File: src/pkg/fwdp_pkg.sv
package fwdp_pkg;

  // ***********************************************************
  // register indices (byte address is four times the index)
  // ***********************************************************
  localparam logic [7:0] FWDP_IDX_P0_LOW  = 8'h82;
  localparam logic [7:0] FWDP_IDX_P0_HIGH = 8'h83;
  localparam logic [7:0] FWDP_IDX_P1_LOW  = 8'h84;
  localparam logic [7:0] FWDP_IDX_P1_HIGH = 8'h85;
  localparam logic [7:0] FWDP_IDX_PCTRL   = 8'h86;
  localparam logic [7:0] FWDP_IDX_WAIT    = 8'h92;
  localparam logic [7:0] FWDP_IDX_P0_TOP  = 8'h93;
  localparam logic [7:0] FWDP_IDX_P1_TOP  = 8'h95;

  // ***********************************************************
  // bus geometry
  // ***********************************************************
  localparam int unsigned FWDP_ADDR_W  = 10;
  localparam int unsigned FWDP_DATA_W  = 32;

  // ***********************************************************
  // values after reset
  // ***********************************************************
  localparam logic [7:0] FWDP_RST_PTR_BYTE = 8'h00;
  localparam logic [7:0] FWDP_RST_PCTRL    = 8'h00;
  localparam logic [3:0] FWDP_RST_WAIT     = 4'h7;

  // ***********************************************************
  // field positions
  // ***********************************************************
  localparam int unsigned FWDP_WAIT_W       = 4;
  localparam int unsigned FWDP_PCTRL_SEL    = 0;
  localparam int unsigned FWDP_PCTRL_TOGGLE = 5;
  localparam int unsigned FWDP_PCTRL_DIR0   = 6;
  localparam int unsigned FWDP_PCTRL_DIR1   = 7;

endpackage

File: src/verilog/fwdp_fetch_wait.sv
`timescale 1ns/1ps

// ***********************************************************
// program fetch stretcher
// ***********************************************************
module fwdp_fetch_wait
  import fwdp_pkg::*;
#(
  parameter int unsigned WAIT_W = FWDP_WAIT_W
) (
  // clock and reset
  input  wire logic              clk,
  input  wire logic              reset_n,
  // fetch request and setting
  input  wire logic              start,
  input  wire logic [WAIT_W-1:0] wait_states,
  // fetch progress
  output logic                   busy,
  output logic                   done
);

  typedef struct packed {
    logic              busy;
    logic              done;
    logic [WAIT_W-1:0] cnt;
  } fwdp_fw_state_t;

  fwdp_fw_state_t st_r;
  fwdp_fw_state_t st_nxt;

  // count down field value, then release: field + 1 busy cycles
  always_comb begin
    st_nxt      = st_r;
    st_nxt.done = 1'b0;
    if (st_r.busy) begin
      if (st_r.cnt == '0) begin
        st_nxt.busy = 1'b0;
        st_nxt.done = 1'b1;
      end else begin
        st_nxt.cnt = st_r.cnt - WAIT_W'(1);
      end
    end else if (start) begin
      st_nxt.busy = 1'b1;
      st_nxt.cnt  = wait_states;
    end
  end

  // state register
  always_ff @(posedge clk) begin
    if (!reset_n) begin
      st_r <= '0;
    end else begin
      st_r <= st_nxt;
    end
  end

  assign busy = st_r.busy;
  assign done = st_r.done;

endmodule

File: src/verilog/fwdp_top.sv
// Register access over Avalon-MM was decided locally.
`timescale 1ns/1ps

// Notes on behaviour
// - wait field plus one cycles per fetch
// - wait states stretch program fetches only
// - wait register resets to 0x07
// - select bit picks first or second pointer
// - step direction bit per pointer, 1 decrements
// - auto toggle flips selection after pointer use
// - select bit reads current selection
// - pointer bytes at 0x82 to 0x85
// - each pointer owns a top byte
// - top byte never changes on-chip location
// - control and pointer bytes reset to zero
// - move address low 16 from active pointer
// - move address bits 23:16 from active top

// ***********************************************************
// fetch wait states and dual data pointer unit
// ***********************************************************
module fwdp_top
  import fwdp_pkg::*;
(
  // clock and reset
  input  wire logic                   clk,
  input  wire logic                   reset_n,
  // register bus slave
  input  wire logic [FWDP_ADDR_W-1:0] avs_address,
  input  wire logic                   avs_read,
  input  wire logic                   avs_write,
  input  wire logic [FWDP_DATA_W-1:0] avs_writedata,
  input  wire logic [3:0]             avs_byteenable,
  output logic [FWDP_DATA_W-1:0]      avs_readdata,
  output logic                        avs_waitrequest,
  // program fetch from flash
  input  wire logic                   fetch_start,
  output logic                        fetch_stall,
  output logic                        fetch_data_valid,
  // pointer events from the core
  input  wire logic                   ptr_step_req,
  input  wire logic                   ptr_use_done,
  // external data move address
  output logic [23:0]                 xdata_addr,
  output logic [15:0]                 xram_index,
  output logic                        active_sel
);

  // ***********************************************************
  // state
  // ***********************************************************
  typedef struct packed {
    logic [15:0]            ptr0;
    logic [15:0]            ptr1;
    logic [7:0]             top0;
    logic [7:0]             top1;
    logic                   sel;
    logic                   toggle;
    logic [1:0]             dir;
    logic [FWDP_WAIT_W-1:0] wait_states;
    logic                   wait_req;
    logic [FWDP_DATA_W-1:0] rdata;
    logic [23:0]            xaddr;
    logic [15:0]            xidx;
  } fwdp_state_t;

  fwdp_state_t st_r;
  fwdp_state_t st_nxt;

  // ***********************************************************
  // helpers
  // ***********************************************************

  // one step of a pointer, up or down, wrapping at 16 bits
  function automatic logic [15:0] fwdp_step(input logic [15:0] p, input logic dec);
    logic [15:0] r;
    r = dec ? (p - 16'h0001) : (p + 16'h0001);
    return r;
  endfunction

  // index from a byte address; misaligned is unmapped
  function automatic logic [7:0] fwdp_index(input logic [FWDP_ADDR_W-1:0] a);
    logic [7:0] r;
    r = (a[1:0] == 2'h0) ? a[9:2] : 8'hFF;
    return r;
  endfunction

  // ***********************************************************
  // fetch stretcher
  // ***********************************************************

  // data accesses never enter here, only program fetches
  fwdp_fetch_wait #(
    .WAIT_W      (FWDP_WAIT_W)
  ) u_fetch_wait (
    .clk         (clk),
    .reset_n     (reset_n),
    .start       (fetch_start),
    .wait_states (st_r.wait_states),
    .busy        (fetch_stall),
    .done        (fetch_data_valid)
  );

  // ***********************************************************
  // next state
  // ***********************************************************
  logic [7:0] idx;
  logic       acc_now;
  logic       wr_now;
  logic       rd_now;
  logic       wr_lane;
  logic [7:0] wbyte;
  logic       sel_eff;

  // a write is served at the edge where waitrequest is low; read data is captured at the edge before, where it is high
  assign idx     = fwdp_index(avs_address);
  assign acc_now = (avs_read | avs_write) & ~st_r.wait_req;
  assign wr_now  = avs_write & ~st_r.wait_req;
  assign rd_now  = avs_read & st_r.wait_req;
  assign wr_lane = wr_now & avs_byteenable[0];
  assign wbyte   = avs_writedata[7:0];

  always_comb begin
    st_nxt = st_r;

    // one wait cycle, then a single answer cycle
    if (st_r.wait_req) begin
      st_nxt.wait_req = ~(avs_read | avs_write);
    end else begin
      st_nxt.wait_req = 1'b1;
    end

    // read data captured as waitrequest drops
    if (rd_now) begin
      st_nxt.rdata = '0;
      unique case (idx)
        FWDP_IDX_P0_LOW:  st_nxt.rdata[7:0] = st_r.ptr0[7:0];
        FWDP_IDX_P0_HIGH: st_nxt.rdata[7:0] = st_r.ptr0[15:8];
        FWDP_IDX_P1_LOW:  st_nxt.rdata[7:0] = st_r.ptr1[7:0];
        FWDP_IDX_P1_HIGH: st_nxt.rdata[7:0] = st_r.ptr1[15:8];
        FWDP_IDX_P0_TOP:  st_nxt.rdata[7:0] = st_r.top0;
        FWDP_IDX_P1_TOP:  st_nxt.rdata[7:0] = st_r.top1;
        FWDP_IDX_PCTRL: begin
          st_nxt.rdata[FWDP_PCTRL_DIR1]   = st_r.dir[1];
          st_nxt.rdata[FWDP_PCTRL_DIR0]   = st_r.dir[0];
          st_nxt.rdata[FWDP_PCTRL_TOGGLE] = st_r.toggle;
          st_nxt.rdata[FWDP_PCTRL_SEL]    = st_r.sel;
        end
        FWDP_IDX_WAIT: begin
          st_nxt.rdata[FWDP_WAIT_W-1:0] = st_r.wait_states;
        end
        default: st_nxt.rdata = '0;
      endcase
    end

    // software writes; only the low byte lane carries data
    if (wr_lane) begin
      unique case (idx)
        FWDP_IDX_P0_LOW:  st_nxt.ptr0[7:0]  = wbyte;
        FWDP_IDX_P0_HIGH: st_nxt.ptr0[15:8] = wbyte;
        FWDP_IDX_P1_LOW:  st_nxt.ptr1[7:0]  = wbyte;
        FWDP_IDX_P1_HIGH: st_nxt.ptr1[15:8] = wbyte;
        FWDP_IDX_P0_TOP:  st_nxt.top0       = wbyte;
        FWDP_IDX_P1_TOP:  st_nxt.top1       = wbyte;
        FWDP_IDX_PCTRL: begin
          st_nxt.dir    = {wbyte[FWDP_PCTRL_DIR1], wbyte[FWDP_PCTRL_DIR0]};
          st_nxt.toggle = wbyte[FWDP_PCTRL_TOGGLE];
          st_nxt.sel    = wbyte[FWDP_PCTRL_SEL];
        end
        FWDP_IDX_WAIT: begin
          st_nxt.wait_states = wbyte[FWDP_WAIT_W-1:0];
        end
        default: st_nxt.wait_states = st_nxt.wait_states;
      endcase
    end

    // step the selected pointer; a same-cycle byte write wins
    if (ptr_step_req) begin
      if (st_r.sel) begin
        if (!(wr_lane && (idx == FWDP_IDX_P1_LOW || idx == FWDP_IDX_P1_HIGH))) begin
          st_nxt.ptr1 = fwdp_step(st_r.ptr1, st_r.dir[1]);
        end
      end else begin
        if (!(wr_lane && (idx == FWDP_IDX_P0_LOW || idx == FWDP_IDX_P0_HIGH))) begin
          st_nxt.ptr0 = fwdp_step(st_r.ptr0, st_r.dir[0]);
        end
      end
    end

    // toggle acts on top of any written select value
    if (ptr_use_done && st_nxt.toggle) begin
      st_nxt.sel = ~st_nxt.sel;
    end

    // move address follows the selection now in force
    sel_eff = st_nxt.sel;
    if (sel_eff) begin
      st_nxt.xaddr = {st_nxt.top1, st_nxt.ptr1};
    end else begin
      st_nxt.xaddr = {st_nxt.top0, st_nxt.ptr0};
    end

    // on-chip memory sees only the low 16 bits
    st_nxt.xidx = st_nxt.xaddr[15:0];
  end

  // ***********************************************************
  // state register
  // ***********************************************************

  // everything clears except the wait setting and waitrequest, which resets high
  always_ff @(posedge clk) begin
    if (!reset_n) begin
      st_r             <= '0;
      st_r.ptr0        <= {FWDP_RST_PTR_BYTE, FWDP_RST_PTR_BYTE};
      st_r.ptr1        <= {FWDP_RST_PTR_BYTE, FWDP_RST_PTR_BYTE};
      st_r.top0        <= FWDP_RST_PTR_BYTE;
      st_r.top1        <= FWDP_RST_PTR_BYTE;
      st_r.sel         <= FWDP_RST_PCTRL[FWDP_PCTRL_SEL];
      st_r.toggle      <= FWDP_RST_PCTRL[FWDP_PCTRL_TOGGLE];
      st_r.dir         <= FWDP_RST_PCTRL[FWDP_PCTRL_DIR1:FWDP_PCTRL_DIR0];
      st_r.wait_states <= FWDP_RST_WAIT;
      st_r.wait_req    <= 1'b1;
    end else begin
      st_r <= st_nxt;
    end
  end

  // ***********************************************************
  // outputs
  // ***********************************************************
  assign avs_readdata    = st_r.rdata;
  assign avs_waitrequest = st_r.wait_req;
  assign xdata_addr      = st_r.xaddr;
  assign xram_index      = st_r.xidx;
  assign active_sel      = st_r.sel;

  // acc_now is kept for symmetry of decode; unused lanes ignored
  logic unused_ok;
  assign unused_ok = acc_now & (|avs_writedata[31:8]) & (|avs_byteenable[3:1]);

endmodule
File: config.mk
export PLATFORM = sky130hd
export DESIGN_NAME = fwdp_top
export DESIGN_NICKNAME = d
export VERILOG_FILES = /design/src/pkg/fwdp_pkg.sv /design/src/verilog/fwdp_fetch_wait.sv /design/src/verilog/fwdp_top.sv
export SDC_FILE = /design/constraint.sdc
export NUM_CORES = 1
export LEC_CHECK = 0
export BUFFER_PORTS_ARGS = -buffer_cell sky130_fd_sc_hd__buf_2
export CORE_MARGIN = 3
export CORE_UTILIZATION = 50
export DETAILED_ROUTE_END_ITERATION = 8
export PLACE_DENSITY_LB_ADDON = 0.12
export SLEW_MARGIN = 20
export SYNTH_ARGS = -nofsm -noshare
export SYNTH_HDL_FRONTEND = slang
export SYNTH_SLANG_ARGS = --single-unit
File: constraint.sdc
create_clock -name clk -period 4.2 [get_ports clk]
set_input_delay 0.21 -clock clk [delete_from_list [all_inputs] [get_ports clk]]
set_output_delay 0.21 -clock clk [all_outputs]
set_load 0.02 [all_outputs]
==> metrics.cfg, run 1 <==
[finish]
postLayoutCoreUtil_pct = 55.4
nNetsFinal = 824
fillers = 1129
drive_above_1_share_pct = 15.3
fin_area_um2 = 6510
syn2layout_area_growth_pct = 5.43
diodes = 0

[clock_network]
path_clk_slew_ns = 0.07
htreeDepth = 3
cts_hold_buf = 0
cts_sinks = 95
cts_root_buffer = clkbuf_16
clk_latency_ns = 0.35
cts.repair.resized = 0
post_cts.repair.setup_buffers = 0
cts_max_path_buffers = 2
cts_tree = yes
numCtsBuffers = 9

[yosys]
ys_top_cells_by_area = dfxtp_1 (31%), buf_4 (8.8%), mux2i_1 (8.6%)
netlist.top_cell.by_area = dfxtp_1
synth_edf_count = 0
synth_common_cells = dfxtp_1 (95), nor2_1 (79), buf_4 (72)
yosysMostFrequentCell = dfxtp_1
syn_area_per_cell_um2 = 8.43
synth_cell_types = 66
yosys_register_bits = 95
yosys_most_used_dff = dfxtp_1
synth_warnings = 0
yosysSeqAreaShare_pct = 30.8
synthCells = 733
synth.top_cell.area_share_pct = 30.8
async_flop_share_pct = 0
synth_area_um2 = 6180

[sta]
slew_viol_final = 0
holdWs_ns = 0.0860
setup_viol = 0
skew_ns = 0.00547
maxSlewHeadroom_pct = 46.1
fin_crit_ns = 3.41
hold_viol_final = 0
maxClockFrequency_mhz = 293
max_slew.worst_pin.slew_ns = 0.786
rsz0062_at_grt = false
post-route-period-util_pct = 81.3
fin_setup_tns_ns = 0

[die]
die_area_um2 = 13700
chipHeight_um = 117
rows = 39
start_util_pct = 52.5
coreArea_um2 = 11800
num_io_pins = 129
die_w_um = 117

[critical_path]
setup.worst_path.end = xdata_addr[15]$_SDFF_PN0_
end_kind = flip-flop
cp.required_ns = 4.45
critPathLaunchType = flip-flop
timing.rr.end = xdata_addr[15]$_SDFF_PN0_
arrival_ns = 3.66
cp-startpoint = st_r[78]$_SDFFE_PN0P_
critPathKind = reg -> reg
cp_max_fo = 11
rr_worst_depth = 9
rrSetupSlack_ns = 0.79
r2r-start = st_r[78]$_SDFFE_PN0P_

[routing]
vias = 5372
post_drt_wl_per_cell_um = 19.2
drt-pass1-iter-count = 5
post-route-drc-count = 0
routed_wl_um = 17400
ant_nets = 0
drtIter0Drc = 481
via_per_inst = 5.92

[placed_design]
place_congestion = 0.946
dpl_cell_area_um2 = 6220
io_buffers = 77
dp_hpwl_um = 13100

[worst_hold_path]
hp-class = in -> reg

[global_route]
grt_max_degree = 35
grt.total_usage_pct = 25.4
grt_pass1_vias = 5018
grt_overflow_total = 0
antenna_found_initial = 0
grt_pass1_wl_um = 26600

[pwr]
ir_drop_mv = 0.192
leakage_nw = 2.92
cellPowerDensity_nw_per_um2 = 307

[job]
cap_violations = 0

[run_status]
status = completed

## sequential cells by signal, indices dropped and copies added, names as in the netlist
register           flops
st_r                  55
xdata_addr            24
avs_readdata           8
u_fetch_wait.st_r      4
active_sel             1
avs_waitrequest        1
u_fetch_wait.busy      1
u_fetch_wait.done      1
## worst max-delay path, cell delays in order, from the launching register on
cell and delay (ns):
dfxtp_1 0.63, ha_1 0.31, o21ai_0 0.14, o21ai_0 0.45, nand3_1 0.19, or4_1 0.54
a311oi_1 0.40, a2111oi_0 0.14, a211o_1 0.29, o211a_1 0.23
## kinds of logic (layout without fill, tap and decap cells)
family	after synthesis	in the layout	synth area share, %
compound gates	185	185	20.3
xor+xnor	26	26	3.69
fa+ha+maj	31	31	6.52
buf+inv	128	116	12.2
flops	95	95	30.8
mux	63	63	10.4
other cells	1	24	0.0607
simple gates	204	204	16.0
## routing by layer
metal | vias to the layer above | share of wire (%) | wire length [um] | GRT usage [%]
met5 | - | 0 | 0 | 0
met4 | 0 | 1.7 | 295 | 7.03
met3 | 27 | 6.4 | 1120 | 3.65
met2 | 214 | 46 | 8080 | 42.0
met1 | 2575 | 46 | 7930 | 34.7
li1 | 2556 | - | - | -
## worst min-delay path by stage
stage	from	to	slack [ns]	depth (start not counted)
after floorplan	avs_read	avs_waitrequest$_SDFF_PN1_	0.33	1
after global routing	avs_read	avs_waitrequest$_SDFF_PN1_	0.10	2
after CTS	avs_read	avs_waitrequest$_SDFF_PN1_	0.08	2
after detailed placement	avs_read	avs_waitrequest$_SDFF_PN1_	0.45	2
after global placement	avs_read	avs_waitrequest$_SDFF_PN1_	0.44	2
final	avs_read	avs_waitrequest$_SDFF_PN1_	0.09	2
## where the power goes
group | switching (mW) | internal (mW) | total (mW)
registers | 0.0220 | 0.925 | 0.947
clock network | 0.370 | 0.467 | 0.837
logic | 0.146 | 0.0691 | 0.215
total | 0.538 | 1.46 | 2.00
## cell type report
| type | instances | area [um2] | share of cell area, % |
|---|---|---|---|
| Clock buffer | 10 | 229 | 3.52 |
| Clock inverter | 5 | 66.3 | 1.02 |
| Inverter | 17 | 63.8 | 0.980 |
| Multi-Input combinational cell | 533 | 3610 | 55.4 |
| Sequential cell | 95 | 1900 | 29.2 |
| Tap cell | 164 | 205 | 3.15 |
| Timing Repair Buffer | 84 | 438 | 6.72 |
## cells in the final DEF, fill, tap and decap left out, types with 21 or more instances in the layout
master / Yosys / final
mux2i_1: 53 / 53
a211oi_1: 21 / 21
o21ai_0: 33 / 33
nand2_1: 41 / 41
conb_1: 1 / 24
buf_2: 2 / 77
nor2_1: 79 / 79
a21oi_1: 34 / 34
dfxtp_1: 95 / 95
ha_1: 29 / 29
## per-stage QoR
stage          power, mW  instances  setup slack [ns]
2_1_floorplan       1.14        756              1.18
3_3_place_gp        1.17        893             0.889
3_5_place_dp        1.18        893             0.858
4_1_cts             2.01        908             0.839
5_1_grt             2.07        908             0.618
6_report            2.00        908             0.785
Power figures use the tool's default switching activity.
==> run 2, diff against run 1 <==
- ABC_AREA: unset -> 1
- clock period: 4.2 -> 3 ns (I/O delays scaled with it)
==> run 2 against run 1 <==
Effect of this change: global-route usage decreased by 0.12 points; sequential share of layout area decreased by 3.8 points; clock power increased by 36%; count of clock-buffer cells in the layout decreased by 1; clock skew increased by 0.0023 ns; design area increased by 15%; sequential power increased by 37%; wire length increased by 15%; synthesized cell count increased by 58%; largest cell class unchanged; largest power group unchanged.
==> metrics.cfg, run 2 <==
[yosys]
ys_top_cells_by_area = dfxtp_1 (27%), nand2_1 (20%), buf_4 (8.1%)
synth.top_cell.area_share_pct = 26.7
synth_edf_count = 0
yosys_register_bits = 95
async_flop_share_pct = 0
syn_area_per_cell_um2 = 6.15
synth_warnings = 0
netlist.top_cell.by_area = dfxtp_1
yosys_most_used_dff = dfxtp_1
yosysSeqAreaShare_pct = 26.7
synth_common_cells = nand2_1 (376), inv_1 (154), nor2_1 (120)
yosysMostFrequentCell = nand2_1
synth_cell_types = 39
synth_area_um2 = 7130
synthCells = 1160

[routing]
via_per_inst = 5.07
routed_wl_um = 20000
ant_nets = 0
post-route-drc-count = 0
drtIter0Drc = 566
vias = 6924
drt-pass1-iter-count = 5
post_drt_wl_per_cell_um = 14.6

[clock_network]
clk_latency_ns = 0.36
post_cts.repair.setup_buffers = 0
cts_sinks = 95
numCtsBuffers = 9
cts_root_buffer = clkbuf_16
cts_hold_buf = 1
htreeDepth = 3
cts_max_path_buffers = 2
path_clk_slew_ns = 0.07
cts_tree = yes
cts.repair.resized = 0

[finish]
layout_common_cells = nand2_1 (376), inv_1 (153), nor2_1 (120), dfxtp_1 (95), buf_2 (77)
drive_above_1_share_pct = 11.2
largest_reg_flops = 55
largest_register = st_r
mostFrequentLayoutCell = nand2_1
syn2layout_area_growth_pct = 4.81
fillers = 1518
fin_area_um2 = 7480
nNetsFinal = 1265
diodes = 0

[sta]
fin_setup_tns_ns = 0
rsz0062_at_grt = false
max_slew.worst_pin.slew_ns = 0.678
hold_viol_final = 0
fin_crit_ns = 2.29
maxClockFrequency_mhz = 437
skew_ns = 0.00778
setup_viol = 0
post-route-period-util_pct = 76.2
slew_viol_final = 0
maxSlewHeadroom_pct = 54.8
setup_slack_ns = 0.713

[placed_design]
dpl_worst_slack_ns = 0.660
dpl_cell_area_um2 = 7170
place_congestion = 0.928
dp_hpwl_um = 15500
io_buffers = 77

[critical_path]
setup.worst_path.end = xdata_addr[15]$_SDFF_PN0_
cp_max_fo = 15
end_kind = flip-flop
timing.rr.end = xdata_addr[15]$_SDFF_PN0_
arrival_ns = 2.54
r2r-start = st_r[77]$_SDFFE_PN0P_
cp-startpoint = st_r[77]$_SDFFE_PN0P_
cp.required_ns = 3.25
rrSetupSlack_ns = 0.71
rr_worst_depth = 14
critPathKind = reg -> reg
critPathLaunchType = flip-flop

[die]
start_util_pct = 51.2
die_w_um = 125
chipHeight_um = 125
die_area_um2 = 15700
coreArea_um2 = 13900
num_io_pins = 129
rows = 43

[global_route]
grt_pass1_wl_um = 31700
grt_pass1_vias = 6037
grt_max_degree = 41
grt.total_usage_pct = 25.3
antenna_found_initial = 0
grt_overflow_total = 0

[pwr]
cellPowerDensity_nw_per_um2 = 359
ir_drop_mv = 0.275
leakage_nw = 4.27

[run_status]
status = completed

[job]
cap_violations = 0

[worst_hold_path]
hp-class = in -> reg

run 2: changes by cell type in the layout (fill, tap and decap cells not counted), sizes merged, moves of 26 or more:
cell | previous run | this run
inv | 19 | 158
mux2i | 53 | 0
a21oi | 34 | 63
o21ai | 37 | 63
nand3 | 12 | 81
nor2 | 80 | 131
nand2 | 41 | 383
run 2: per-stage QoR:
| step | power, mW | std cells | hold slack (ns) | util, % |
|---|---|---|---|---|
| final | 2.68 | 1366 | 0.0133 | 53.7 |
| after global routing | 2.77 | 1366 | 0.0305 | 53.7 |
| after CTS | 2.69 | 1366 | 0.00796 | 53.7 |
| after detailed placement | 1.56 | 1349 | 0.372 | 51.5 |
| after global placement | 1.56 | 1349 | 0.370 | 51.5 |
| after floorplan | 1.52 | 1183 | 0.266 | - |
run 2: area by class of cell:
| type | instances | area, um2 | area share, % |
|---|---|---|---|
| Clock buffer | 9 | 225 | 3.01 |
| Clock inverter | 7 | 67.6 | 0.904 |
| Inverter | 157 | 589 | 7.88 |
| Multi-Input combinational cell | 833 | 4020 | 53.8 |
| Sequential cell | 95 | 1900 | 25.4 |
| Tap cell | 180 | 225 | 3.01 |
| Timing Repair Buffer | 85 | 448 | 5.99 |
run 2: kinds of logic after synthesis:
kind of cell	count (synthesis)	share of synthesized area [%]
AOI/OAI and AO/OA	134	9.70
xor gates and xnor gates	17	2.09
buffers and inverters	255	18.2
adders and majority gates	31	5.65
and+or+nand+nor	627	37.6
DFF	95	26.7
other	1	0.0526
run 2: metal layers:
metal / track usage (%) / up-vias / wire (um)
met1: 35.8 / 3092 / 9410
met3: 2.61 / 36 / 1090
li1: - / 3563 / -
met5: 0 / - / 0
met4: 10.3 / 0 / 623
met2: 39.6 / 233 / 8850
run 2: worst min-delay path by stage:
stage | startpoint | to | slack, ns | depth (start not counted)
6_report | avs_write | avs_waitrequest$_SDFF_PN1_ | 0.01 | 2
5_1_grt | avs_write | avs_waitrequest$_SDFF_PN1_ | 0.03 | 2
4_1_cts | avs_write | avs_waitrequest$_SDFF_PN1_ | 0.008 | 2
3_5_place_dp | avs_read | avs_waitrequest$_SDFF_PN1_ | 0.37 | 2
3_3_place_gp | avs_read | avs_waitrequest$_SDFF_PN1_ | 0.37 | 2
2_1_floorplan | avs_read | avs_waitrequest$_SDFF_PN1_ | 0.27 | 1
run 2: power breakdown:
| group | internal (mW) | switching, mW | total [mW] |
|---|---|---|---|
| logic | 0.0625 | 0.178 | 0.240 |
| clock network | 0.581 | 0.562 | 1.14 |
| registers | 1.28 | 0.0155 | 1.30 |
| total | 1.93 | 0.755 | 2.68 |
run 2: critical path, stage by stage, from the launching register on:
cell     delay (ns)
dfxtp_1        0.45
buf_4          0.29
ha_1           0.35
nand2_1        0.12
nand3_1        0.17
nand2_1        0.10
nand2_1        0.08
nand2_1        0.09
nand2_1        0.06
nand2_1        0.06
nand3_1        0.06
nand3_1        0.09
nand2_1        0.09
nand2_1        0.12
inv_1          0.04
